==> src/design/gauge_pkg.sv <==
package gauge_pkg;

    // command codes of the read-only words
    localparam logic [7:0]  CMD_TEMP       = 8'h08;
    localparam logic [7:0]  CMD_VOLT       = 8'h09;
    localparam logic [7:0]  CMD_CURRENT    = 8'h0A;
    localparam logic [7:0]  CMD_MEAN_CUR   = 8'h0B;
    localparam logic [7:0]  CMD_ERR_MARGIN = 8'h0C;
    localparam logic [7:0]  CMD_REL_PCT    = 8'h0D;
    localparam logic [7:0]  CMD_ABS_PCT    = 8'h0E;
    localparam logic [7:0]  CMD_LEFT       = 8'h0F;

    // bus address of the gauge, plain default
    localparam logic [6:0]  SMB_ADDR_DEF   = 7'h0B;

    // uncertainty load values and limits in percent, and the last aging tally count
    localparam logic [6:0]  UNC_FULL       = 7'h64;
    localparam logic [6:0]  UNC_LEARN      = 7'h02;
    localparam logic [6:0]  UNC_CLIP       = 7'h08;
    localparam logic [6:0]  UNC_VCORR      = 7'h19;
    localparam logic [6:0]  UNC_MAX        = 7'h64;
    localparam logic [6:0]  UNC_MIN        = 7'h02;
    localparam logic [1:0]  TALLY_LAST     = 2'h3;

    // word clamps
    localparam logic [15:0] VOLT_MAX       = 16'h4E20;
    localparam logic [15:0] REL_MAX        = 16'h0064;

    // averaging: final shift of the rolling mean
    localparam int          AVG_SHIFT_DEF  = 6;

    typedef enum logic [2:0] {
        S_IDLE = 3'b000,
        S_ADDR = 3'b001,
        S_CMD  = 3'b010,
        S_ACK  = 3'b011,
        S_TX   = 3'b100,
        S_MACK = 3'b101,
        S_WAIT = 3'b110
    } smb_st_e;

endpackage

==> src/design/soc_uncertainty_track.sv <==
`timescale 1ns/1ps
module soc_uncertainty_track (
    input  wire logic       clk,
    input  wire logic       rst_n,
    input  wire logic       full_reset,
    input  wire logic       learn_done,
    input  wire logic       learn_clipped,
    input  wire logic       tally_inc,
    input  wire logic       volt_correction,
    output logic      [6:0] soc_uncertainty_pct
);
    logic [6:0] unc_r;
    logic [6:0] unc_nxt;
    logic [1:0] tally_r;
    logic [1:0] tally_nxt;

    wire        fourth_inc = tally_inc && (tally_r == gauge_pkg::TALLY_LAST);
    wire  [6:0] clip_val   = (unc_r >= gauge_pkg::UNC_CLIP) ? gauge_pkg::UNC_CLIP : unc_r;
    wire  [6:0] bump_val   = (unc_r < gauge_pkg::UNC_MAX) ? unc_r + 7'h01 : unc_r;

    // full reset outranks a correction, which outranks learning and aging
    assign unc_nxt = full_reset      ? gauge_pkg::UNC_FULL :
                     volt_correction ? gauge_pkg::UNC_VCORR :
                     (learn_done && !learn_clipped) ? gauge_pkg::UNC_LEARN :
                     learn_done      ? clip_val :
                     fourth_inc      ? bump_val :
                     unc_r;
    // learning restarts the aging count
    assign tally_nxt = (full_reset || learn_done) ? 2'h0 :
                       tally_inc ? tally_r + 2'h1 : tally_r;

    always_ff @(posedge clk or negedge rst_n) begin
        if (!rst_n) begin
            unc_r   <= gauge_pkg::UNC_FULL;
            tally_r <= 2'h0;
        end else begin
            unc_r   <= unc_nxt;
            tally_r <= tally_nxt;
        end
    end

    assign soc_uncertainty_pct = unc_r;
endmodule // soc_uncertainty_track

==> src/design/gauge_measurement_readout.sv <==
`timescale 1ns/1ps
// What this block does
// - command 0x08 returns unsigned temperature in tenths of a kelvin
// - command 0x09 returns pack voltage in millivolts, valid up to 20000
// - command 0x0a returns signed instantaneous current, positive charging
// - command 0x0b returns signed one-minute rolling mean of current
// - the mean is meaningful from the very first sample
// - command 0x0c returns uncertainty percent kept between 2 and 100
// - full reset loads uncertainty with 100
// - unclipped learning cycle completion loads uncertainty with 2
// - clipped learning loads 8 when uncertainty is 8 or more, else keeps it
// - four tally steps without learning raise uncertainty by one
// - a voltage correction of the counter loads uncertainty with 25
// - command 0x0d returns percent of learned capacity, limited to 0..100
// - command 0x0e returns percent of nominal capacity, may exceed 100
// - command 0x0f returns charge left in mAh, or 10 mWh when units bit set
// - every value moves by a read-word transaction, low byte first
// - units-select bit of the pack setup word picks charge or energy units
module gauge_measurement_readout #(
    parameter logic [6:0] SMB_ADDR  = gauge_pkg::SMB_ADDR_DEF,
    parameter int         AVG_SHIFT = gauge_pkg::AVG_SHIFT_DEF
) (
    input  wire logic        clk,
    input  wire logic        rst_n,
    input  wire logic        scl_i,
    input  wire logic        sda_i,
    output logic             sda_o,
    output logic             sda_oe,
    input  wire logic [15:0] temp_meas,
    input  wire logic [15:0] volt_meas,
    input  wire logic [15:0] cur_meas,
    input  wire logic        cur_valid,
    input  wire logic [15:0] rel_pct_meas,
    input  wire logic [15:0] abs_pct_meas,
    input  wire logic [15:0] charge_mah,
    input  wire logic [15:0] charge_mwh10,
    input  wire logic        units_select,
    input  wire logic        full_reset,
    input  wire logic        learn_done,
    input  wire logic        learn_clipped,
    input  wire logic        tally_inc,
    input  wire logic        volt_correction,
    output logic       [6:0] soc_uncertainty_pct
);
    if (AVG_SHIFT < 1 || AVG_SHIFT > 14) begin : g_shift_check
        $error("AVG_SHIFT must be 1..14");
    end

    // pin synchronisers, first stage read only by the second
    logic [1:0] scl_sy_r;
    logic [1:0] sda_sy_r;
    logic       scl_q_r;
    logic       sda_q_r;

    always_ff @(posedge clk or negedge rst_n) begin
        if (!rst_n) begin
            scl_sy_r <= 2'b11;
            sda_sy_r <= 2'b11;
            scl_q_r  <= 1'b1;
            sda_q_r  <= 1'b1;
        end else begin
            scl_sy_r <= {scl_sy_r[0], scl_i};
            sda_sy_r <= {sda_sy_r[0], sda_i};
            scl_q_r  <= scl_sy_r[1];
            sda_q_r  <= sda_sy_r[1];
        end
    end

    wire scl_s    = scl_sy_r[1];
    wire sda_s    = sda_sy_r[1];
    wire scl_rise = scl_s && !scl_q_r;
    wire scl_fall = !scl_s && scl_q_r;
    wire start_c  = scl_s && scl_q_r && sda_q_r && !sda_s;
    wire stop_c   = scl_s && scl_q_r && !sda_q_r && sda_s;

    // rolling mean, shift grows with sample count so early samples weigh more than later ones
    logic signed [15:0] avg_r;
    logic        [3:0]  k_r;
    logic        [15:0] n_r;

    wire signed [16:0] avg_diff = $signed({cur_meas[15], cur_meas}) - $signed({avg_r[15], avg_r});
    wire signed [16:0] avg_step = avg_diff >>> k_r;
    wire signed [16:0] avg_sum  = $signed({avg_r[15], avg_r}) + avg_step;
    wire        [15:0] n_mark   = (16'h0001 << (k_r + 4'h1)) - 16'h0001;
    wire               k_grow   = (k_r < 4'(AVG_SHIFT)) && (n_r == n_mark);

    always_ff @(posedge clk or negedge rst_n) begin
        if (!rst_n) begin
            avg_r <= 16'sh0000;
            k_r   <= 4'h0;
            n_r   <= 16'h0000;
        end else if (cur_valid) begin
            avg_r <= avg_sum[15:0];
            k_r   <= k_grow ? k_r + 4'h1 : k_r;
            n_r   <= (n_r == 16'hFFFF) ? n_r : n_r + 16'h0001;
        end
    end

    soc_uncertainty_track u_unc (
        .clk                 (clk),
        .rst_n               (rst_n),
        .full_reset          (full_reset),
        .learn_done          (learn_done),
        .learn_clipped       (learn_clipped),
        .tally_inc           (tally_inc),
        .volt_correction     (volt_correction),
        .soc_uncertainty_pct (soc_uncertainty_pct)
    );

    // word selection by command code
    logic [7:0] cmd_r;

    wire [15:0] temp_w = temp_meas;
    wire [15:0] volt_w = (volt_meas > gauge_pkg::VOLT_MAX) ? gauge_pkg::VOLT_MAX : volt_meas;
    wire [15:0] cur_w  = cur_meas;
    wire [15:0] unc_w  = {9'h000, soc_uncertainty_pct};
    wire [15:0] rel_w  = (rel_pct_meas > gauge_pkg::REL_MAX) ? gauge_pkg::REL_MAX : rel_pct_meas;
    wire [15:0] abs_w  = abs_pct_meas;
    wire [15:0] left_w = units_select ? charge_mwh10 : charge_mah;
    wire [15:0] word_sel =
        (cmd_r == gauge_pkg::CMD_TEMP)       ? temp_w :
        (cmd_r == gauge_pkg::CMD_VOLT)       ? volt_w :
        (cmd_r == gauge_pkg::CMD_CURRENT)    ? cur_w :
        (cmd_r == gauge_pkg::CMD_MEAN_CUR)   ? avg_r :
        (cmd_r == gauge_pkg::CMD_ERR_MARGIN) ? unc_w :
        (cmd_r == gauge_pkg::CMD_REL_PCT)    ? rel_w :
        (cmd_r == gauge_pkg::CMD_ABS_PCT)    ? abs_w :
        left_w;

    // bus slave state
    gauge_pkg::smb_st_e st_r;
    gauge_pkg::smb_st_e st_nxt;
    gauge_pkg::smb_st_e after_r;
    gauge_pkg::smb_st_e after_nxt;
    logic [2:0]  bit_r;
    logic [2:0]  bit_nxt;
    logic [7:0]  sh_r;
    logic [7:0]  sh_nxt;
    logic [7:0]  tx_r;
    logic [7:0]  tx_nxt;
    logic [7:0]  cmd_nxt;
    logic        cmd_ok_r;
    logic        cmd_ok_nxt;
    logic [15:0] snap_r;
    logic [15:0] snap_nxt;
    logic        hi_r;
    logic        hi_nxt;
    logic        mack_r;
    logic        mack_nxt;
    logic        low_r;
    logic        low_nxt;

    wire [7:0] rx_byte  = {sh_r[6:0], sda_s};
    wire       byte_end = scl_rise && (bit_r == 3'h7);
    wire       addr_hit = (rx_byte[7:1] == SMB_ADDR);
    wire       rx_cmd_ok = (rx_byte >= gauge_pkg::CMD_TEMP) && (rx_byte <= gauge_pkg::CMD_LEFT);

    always_comb begin
        st_nxt     = st_r;
        after_nxt  = after_r;
        bit_nxt    = bit_r;
        sh_nxt     = sh_r;
        tx_nxt     = tx_r;
        cmd_nxt    = cmd_r;
        cmd_ok_nxt = cmd_ok_r;
        snap_nxt   = snap_r;
        hi_nxt     = hi_r;
        mack_nxt   = mack_r;
        low_nxt    = low_r;
        if (stop_c) begin
            st_nxt  = gauge_pkg::S_IDLE;
            low_nxt = 1'b0;
        end else if (start_c) begin
            st_nxt  = gauge_pkg::S_ADDR;
            bit_nxt = 3'h0;
            low_nxt = 1'b0;
        end else begin
            unique case (st_r)
                gauge_pkg::S_IDLE, gauge_pkg::S_WAIT: begin
                end
                gauge_pkg::S_ADDR: begin
                    if (scl_rise) begin
                        sh_nxt  = rx_byte;
                        bit_nxt = bit_r + 3'h1;
                    end
                    if (byte_end) begin
                        st_nxt = gauge_pkg::S_WAIT;
                        if (addr_hit && !rx_byte[0]) begin
                            st_nxt    = gauge_pkg::S_ACK;
                            after_nxt = gauge_pkg::S_CMD;
                        end else if (addr_hit && cmd_ok_r) begin
                            // whole word frozen before the first byte leaves
                            st_nxt    = gauge_pkg::S_ACK;
                            after_nxt = gauge_pkg::S_TX;
                            snap_nxt  = word_sel;
                            tx_nxt    = word_sel[7:0];
                            hi_nxt    = 1'b0;
                        end
                    end
                end
                gauge_pkg::S_CMD: begin
                    if (scl_rise) begin
                        sh_nxt  = rx_byte;
                        bit_nxt = bit_r + 3'h1;
                    end
                    if (byte_end) begin
                        cmd_ok_nxt = rx_cmd_ok;
                        cmd_nxt    = rx_byte;
                        // codes outside this bank are not acknowledged
                        st_nxt     = rx_cmd_ok ? gauge_pkg::S_ACK : gauge_pkg::S_WAIT;
                        after_nxt  = gauge_pkg::S_WAIT;
                    end
                end
                gauge_pkg::S_ACK: begin
                    if (scl_fall) begin
                        if (!low_r) begin
                            low_nxt = 1'b1;
                        end else begin
                            st_nxt  = after_r;
                            bit_nxt = 3'h0;
                            low_nxt = (after_r == gauge_pkg::S_TX) ? !tx_r[7] : 1'b0;
                        end
                    end
                end
                gauge_pkg::S_TX: begin
                    if (scl_fall) begin
                        if (bit_r == 3'h7) begin
                            low_nxt = 1'b0;
                            st_nxt  = gauge_pkg::S_MACK;
                        end else begin
                            bit_nxt = bit_r + 3'h1;
                            tx_nxt  = {tx_r[6:0], 1'b0};
                            low_nxt = !tx_r[6];
                        end
                    end
                end
                gauge_pkg::S_MACK: begin
                    if (scl_rise) begin
                        mack_nxt = !sda_s;
                    end
                    if (scl_fall) begin
                        // low byte first, then high byte of the same snapshot
                        if (mack_r && !hi_r) begin
                            hi_nxt  = 1'b1;
                            tx_nxt  = snap_r[15:8];
                            bit_nxt = 3'h0;
                            low_nxt = !snap_r[15];
                            st_nxt  = gauge_pkg::S_TX;
                        end else begin
                            st_nxt = gauge_pkg::S_WAIT;
                        end
                    end
                end
                default: begin
                    st_nxt  = gauge_pkg::S_IDLE;
                    low_nxt = 1'b0;
                end
            endcase
        end
    end

    always_ff @(posedge clk or negedge rst_n) begin
        if (!rst_n) begin
            st_r     <= gauge_pkg::S_IDLE;
            after_r  <= gauge_pkg::S_IDLE;
            bit_r    <= 3'h0;
            sh_r     <= 8'h00;
            tx_r     <= 8'h00;
            cmd_r    <= 8'h00;
            cmd_ok_r <= 1'b0;
            snap_r   <= 16'h0000;
            hi_r     <= 1'b0;
            mack_r   <= 1'b0;
            low_r    <= 1'b0;
        end else begin
            st_r     <= st_nxt;
            after_r  <= after_nxt;
            bit_r    <= bit_nxt;
            sh_r     <= sh_nxt;
            tx_r     <= tx_nxt;
            cmd_r    <= cmd_nxt;
            cmd_ok_r <= cmd_ok_nxt;
            snap_r   <= snap_nxt;
            hi_r     <= hi_nxt;
            mack_r   <= mack_nxt;
            low_r    <= low_nxt;
        end
    end

    // open drain: only ever pull low, no clock stretching
    assign sda_o  = 1'b0;
    assign sda_oe = low_r;
endmodule // gauge_measurement_readout

==> config.mk <==
export PLATFORM = sky130hd
export DESIGN_NAME = gauge_measurement_readout
export DESIGN_NICKNAME = d
export VERILOG_FILES = /design/src/design/gauge_pkg.sv /design/src/design/soc_uncertainty_track.sv /design/src/design/gauge_measurement_readout.sv
export SDC_FILE = /design/constraint.sdc
export NUM_CORES = 1
export LEC_CHECK = 0
export BUFFER_PORTS_ARGS = -buffer_cell sky130_fd_sc_hd__buf_2
export CAP_MARGIN = 10
export CORE_ASPECT_RATIO = 2
export CORE_MARGIN = 5
export CORE_UTILIZATION = 35
export DETAILED_ROUTE_END_ITERATION = 7
export PLACE_DENSITY = 0.51
export SETUP_SLACK_MARGIN = 0.1
export SYNTH_ARGS = -nofsm -noshare
export SYNTH_HDL_FRONTEND = slang
export SYNTH_HIERARCHICAL = 1
export SYNTH_SLANG_ARGS = --single-unit
==> constraint.sdc <==
create_clock -name clk -period 11.2 [get_ports clk]
set_clock_uncertainty 0.2 [all_clocks]
set_input_delay 0.56 -clock clk [delete_from_list [all_inputs] [get_ports clk]]
set_output_delay 0.56 -clock clk [all_outputs]
set_load 0.01 [all_outputs]
### Word-level counts from Yosys, hierarchy flattened

Cells that the tools add are included.
Widths: inputs -> output; s select.

| storage, ports and cells | value |
|---|---|
| input port bits | 123 |
| register bits after elaboration | 103 |

| operators by class | value |
|---|---|
| multiplexer cells | 71 |
| bitwise operators | 4 |
| reductions and logical operators | 49 |
| $add $sub $neg | 8 |
| shift operators | 2 |
| eq/ne operators | 46 |
| order comparisons | 7 |

Operators with widths:

| cell | count |
|---|---|
| $mux 16 | 10 |
| $mux 3 | 24 |
| $eq 8x4->1 const B | 7 |
| $mux 8 | 7 |
| $mux 7 | 7 |
| $ne 4x4->1 const B | 8 |
| $ne 3x3->1 const B | 8 |
| $pmux 8 s3 | 1 |
| $pmux 3 s6 | 1 |
| $sshr 17x4->16 | 1 |
| $sub 16x16->17 | 1 |
| $add 16x1->16 const B | 1 |
| $add 16x16->16 | 1 |
| $eq 16x16->1 | 1 |
| $eq 16x16->1 const B | 1 |
| $gt 16x15->1 const B | 1 |
| $gt 16x7->1 const B | 1 |
| $ne 2x2->1 const B | 8 |
| $reduce_and 8->1 | 2 |
| $shl 1x4->16 const A | 1 |
| $sub 16x1->16 const B | 1 |
| $eq 3x3->1 const B | 5 |
| $logic_and 1x1->1 | 15 |
| $reduce_bool 5->1 | 3 |
| other kinds (36) | 71 |

### Longest topological paths before layout

| logic depth | value |
|---|---|
| depth in word-level cells | 12 |
| gate-level depth with buffers | 23 |
| mapped depth without buffers | 23 |

### Modules after synthesis

The synthesis kept the hierarchy.

Modules (own cells, without submodules):

| module | cells an instance | area an instance (um^2) | instances |
|---|---|---|---|
| gauge_measurement_readout | 1038 | 8290.5 | 1 |
| soc_uncertainty_track | 66 | 653.1 | 1 |

### Worst setup path before layout

Ideal clock, no wire load.

| timing | value |
|---|---|
| kind | in2reg |
| start | input port cur_meas[1] |
| end | register avg_r[14] |
| required time | 10863 ps |
| arrival time | 4767 ps |
| setup slack | 6096 ps |
| buffers on the path | 0 |
| stages | 19 |
| library setup time | 137 ps |
| cell sequence | ha_1 -> nor2b_1 -> o31a_1 -> o31a_1 -> a31oi_1 -> nor2_1 -> o311ai_0 -> o22ai_1 -> mux4_2 -> fa_1 -> a21o_1 -> a21oi_1 -> o21bai_1 -> a21oi_1 -> o21a_1 -> o211ai_1 -> a31oi_1 -> xor2_1 -> mux2i_1 |

| on the way | value |
|---|---|
| longest elaborated chain between the ends | 3 |

Ends and longest elaborated chain:

| item | RTL line | source |
|---|---|---|
| start: declaration | gauge_measurement_readout.sv:31 | `input wire logic [15:0] cur_meas,` |
| $sub 16x16->17 | gauge_measurement_readout.sv:81 | `wire signed [16:0] avg_diff = $signed({cur_meas[15], cur_meas}) - $signed({avg_r[15], avg_r});` |
| $sshr 17x4->16 | gauge_measurement_readout.sv:82 | `wire signed [16:0] avg_step = avg_diff >>> k_r;` |
| $add 16x16->16 | gauge_measurement_readout.sv:83 | `wire signed [16:0] avg_sum = $signed({avg_r[15], avg_r}) + avg_step;` |
| end signal: assignment | gauge_measurement_readout.sv:93 | `avg_r <= avg_sum[15:0];` |
| end: declaration | gauge_measurement_readout.sv:77 | `logic signed [15:0] avg_r;` |

No other way between the ends.
A chain may end at the register's enable or synchronous reset.

### Final worst setup path

| timing | value |
|---|---|
| start | register avg_r[1] |
| end | register avg_r[14] |

| on the way | value |
|---|---|
| longest elaborated chain between the ends | 3 |

Ends and longest elaborated chain:

| item | RTL line |
|---|---|
| $sub 16x16->17 | gauge_measurement_readout.sv:81 |
| $sshr 17x4->16 | gauge_measurement_readout.sv:82 |
| $add 16x16->16 (*) | gauge_measurement_readout.sv:83 |

Mark *: on every way between the ends. The rest lies on a longest branch, timed or not.

==> key figures <==
Placed design
  • Dpl ws: 4.871 ns
  • Post-DP Area: between 9000 and 10000 um2
  • RePlAce Congestion: around 0.91
  • Hpwl dp: 24740 um
  • IO buf count: 130

Critical path
  • RR Endpoint: avg_r[14]$_DFFE_PN0P_
  • Crit end category: flop
  • WP data arrival: between 6 and 7 ns
  • Reg-to-reg startpoint: avg_r[1]$_DFFE_PN0P_
  • Critical Path RT: between 10 and 15 ns
  • Crit start category: flop
  • Crit Path Max Fanout: 5
  • Reg2reg path depth: 20
  • Critical path type: reg -> reg
  • Reg2Reg Setup Slack: ~5 ns

Timing
  • Worst slew pin tran: 1.153 ns
  • Final Max Tran Viols: 0
  • Final setup fails: 0
  • Max Fclk: around 0.16 GHz
  • Relative slew slack: a little under a quarter
  • RSZ-0062 raised after global routing: false
  • Minimum hold slack: about 0.058 ns
  • Minimum clock period: 6.269 ns
  • Crit share post-route: a little under three fifths
  • Total negative slack: 0 ns
  • Fin. Hold Viols: 0
  • Setup ws final: just under 5 ns

Routing
  • Via count: roughly 8800
  • DR DRC count: 0
  • WL per Instance: 20.03 um
  • First-pass DRT Iterations: 5
  • Final WL: around 31000 um
  • Vias/cell: between 5 and 6
  • Post-DRT Antenna Nets: 0
  • Initial DRC Count: about 640

Yosys
  • Top cells by area, synth: dfrtp_1 (24%), ha_1 (6.0%), mux2i_1 (5.1%)
  • Synth warn: 6
  • Most common cell in the netlist: nand2_1
  • Seq/Total Area, Yosys: between 20% and 30%
  • Syn nets: 1272
  • Top-area cell type share of the netlist area: 23.78%
  • Mapped Cells: between 1000 and 1500
  • Seq cells post-synth: 94
  • Ys flop type: dfrtp_1
  • Number of synthesized flops with an enable pin: 0
  • Commonest cells in the netlist: nand2_1 (117), nor2_1 (89), dfrtp_1 (85), o21ai_0 (85), a21oi_1 (80)
  • Leading area contributor after synthesis: dfrtp_1
  • Syn_area_per_cell: 8.101 um2
  • Post-synth ARST share: 100.0%
  • Syn Std Cell Area: just under 9000 um2
  • Synth unique cells: 95

GRT
  • Vias in the first global route: 8856
  • Pin count of the biggest net entering global routing: between 70 and 80
  • Total track usage: roughly a fifth
  • Overflow after GRT: 0
  • First-pass GRT wire length: roughly 48000 um
  • Initial antenna violation count: 2

Floorplan
  • Initial core utilization: between 30 and 40%
  • Num rows: just over 80
  • Die Height: approximately 240 um
  • Boundary Pins: 132
  • CORE AREA: 25140 um2
  • Die ar.: ~29000 um2
  • Die X: 123.0 um

Power
  • Maximum vdd drop: 0.1584 mV
  • Clock share of power: 12.1%
  • Reg power frac: between 10% and 20%
  • Pint: around 1.4 mW
  • Pleak: between 4 and 5 nW
  • PwrDens: 268.3 nW/um2
  • Gate power share: between 70% and 80%
  • Switching Share: about 50%
  • Psw: 1.350 mW

Finish
  • Fin area: 10190 um2
  • NumNets Final: ~1400
  • P&R area growth vs syn: 13.95%
  • Share of cells above drive strength 1: between 10% and 20%

Clock network
  • Worst-path clk slew: about 0.080 ns
  • Postcts setup bufs: 0
  • Root Buffer: clkbuf_16
  • H-tree Lvls: 3
  • Total CTS buffers: 9
  • Clock Tree Buf Depth: 2
  • Clock Latency Late Sink: 0.39 ns
  • CTS tree: built
  • Sink Count: 94
  • Cts repair resizes: 0

Min path
  • Hold path cells: 1
  • Worst Hold Launch: scl_i
  • Tightest Hold Check Type: in -> reg
  • Worst Hold End: scl_sy_r[0]$_DFF_PN1_

Status
  • Status: finished, final reports clean

Flow run
  • MaxCap Viol Count: 0
how the worst max path moves through the flow:
stage / from / end / slack [ns] / cells after the start
4_1_cts: avg_r[1]$_DFFE_PN0P_ / avg_r[14]$_DFFE_PN0P_ / 4.96 / 20
3_3_place_gp: cur_meas[1] / avg_r[14]$_DFFE_PN0P_ / 4.99 / 20
6_report: avg_r[1]$_DFFE_PN0P_ / avg_r[14]$_DFFE_PN0P_ / 4.93 / 20
3_5_place_dp: cur_meas[1] / avg_r[14]$_DFFE_PN0P_ / 4.87 / 20
2_1_floorplan: cur_meas[1] / avg_r[14]$_DFFE_PN0P_ / 6.10 / 19
5_1_grt: avg_r[1]$_DFFE_PN0P_ / avg_r[14]$_DFFE_PN0P_ / 4.54 / 20
worst max-delay path: stages, from the launching register on:
cell      delay [ns]
dfrtp_1         0.47
inv_1           0.11
ha_1            0.28
nor2b_1         0.14
o31a_1          0.28
o31a_1          0.34
a31oi_1         0.41
nor2_1          0.13
o311ai_0        0.85
o22ai_1         0.28
mux4_2          0.56
fa_1            0.45
a21o_1          0.18
a21oi_1         0.22
o21bai_1        0.09
a21oi_1         0.24
o21a_1          0.30
o211ai_1        0.15
a31oi_1         0.22
xor2_1          0.16
mux2i_1         0.09
logic make-up after synthesis:
| group | Yosys count | synth area share [%] |
|---|---|---|
| XOR/XNOR | 62 | 6.225 |
| AND/OR/NAND/NOR | 369 | 20.17 |
| buffers and inverters | 110 | 4.966 |
| adder cells (fa/ha/maj) | 45 | 6.463 |
| other | 1 | 0.04193 |
| AO/OA/AOI/OAI | 351 | 26.36 |
| multiplexers | 72 | 9.345 |
| flip-flops | 94 | 26.43 |
flip-flops by register name, summed over array words and instances, names as in the netlist, 4 cells and up:
| name | flops |
|---|---|
| snap_r | 8 |
| tx_r | 8 |
| cmd_r | 8 |
| avg_r | 16 |
| k_r | 4 |
| n_r | 16 |
| sh_r | 7 |
| u_unc/soc_uncertainty_pct | 7 |
per-layer routing:
layer  share of wire [%]  global-route usage [%]
met5                   0                       0
met4                 3.1                   9.076
met3                 3.4                   2.421
met2                  58                   42.43
met1                  36                   21.35
placed cells by master, fill, tap and decap left out, types with 8 or more instances in the layout:
| cell type | instances |
|---|---|
| nor2_1 | 89 |
| a21o_1 | 9 |
| o221ai_1 | 13 |
| nor2b_1 | 14 |
| dfrtp_1 | 85 |
| or3_1 | 8 |
| nand2b_1 | 16 |
| nand3_1 | 27 |
| and2_1 | 8 |
| inv_1 | 51 |
| a221oi_1 | 11 |
| nor3_1 | 27 |
| mux2i_1 | 46 |
| mux2_2 | 17 |
| buf_2 | 129 |
| clkbuf_16 | 9 |
| and3_1 | 10 |
| a21oi_1 | 80 |
| buf_4 | 13 |
| xor2_1 | 24 |
| a31oi_1 | 26 |
| xnor2_1 | 37 |
| o211ai_1 | 21 |
| dfstp_2 | 9 |
| ha_1 | 43 |
| nand2_1 | 117 |
| nand4_1 | 11 |
| o21ai_0 | 85 |
| a211oi_1 | 19 |
area by class of cell:
| type | instances | area [um2] |
|---|---|---|
| Clock inverter | 7 | 80.08 |
| Fill cell | 2667 | 14950 |
| Antenna cell | 2 | 5.005 |
| Sequential cell | 94 | 2364 |
| Clock buffer | 9 | 225.2 |
| Tap cell | 336 | 420.4 |
| Multi-Input combinational cell | 900 | 6141 |
| Inverter | 54 | 202.7 |
| Timing Repair Buffer | 143 | 753.2 |
power by group through the flow:
stage / Sequential, mW / Combinational, mW / Clock, mW
after floorplan: 0.457 / 1.47 / 0
after global routing: 0.481 / 2.16 / 0.351
after CTS: 0.472 / 1.93 / 0.342
after global placement: 0.477 / 1.91 / 0
after detailed placement: 0.478 / 1.92 / 0
final: 0.472 / 1.93 / 0.330
metrics by stage:
stage | power [mW] | util, % | instances
6_report | 2.734 | 40.54 | 1545
5_1_grt | 2.996 | 40.54 | 1545
4_1_cts | 2.742 | 40.52 | 1543
3_5_place_dp | 2.396 | 39.27 | 1526
3_3_place_gp | 2.385 | 39.27 | 1526
2_1_floorplan | 1.931 | - | 1104
what timing repair did:
| item | in CTS | in global routing |
|---|---|---|
| endpoints found under the hold margin | 23 | 0 |
| hold buffers | 1 | 0 |
| endpoints found under the setup margin | 0 | 0 |
Power figures use the tool's default switching activity.
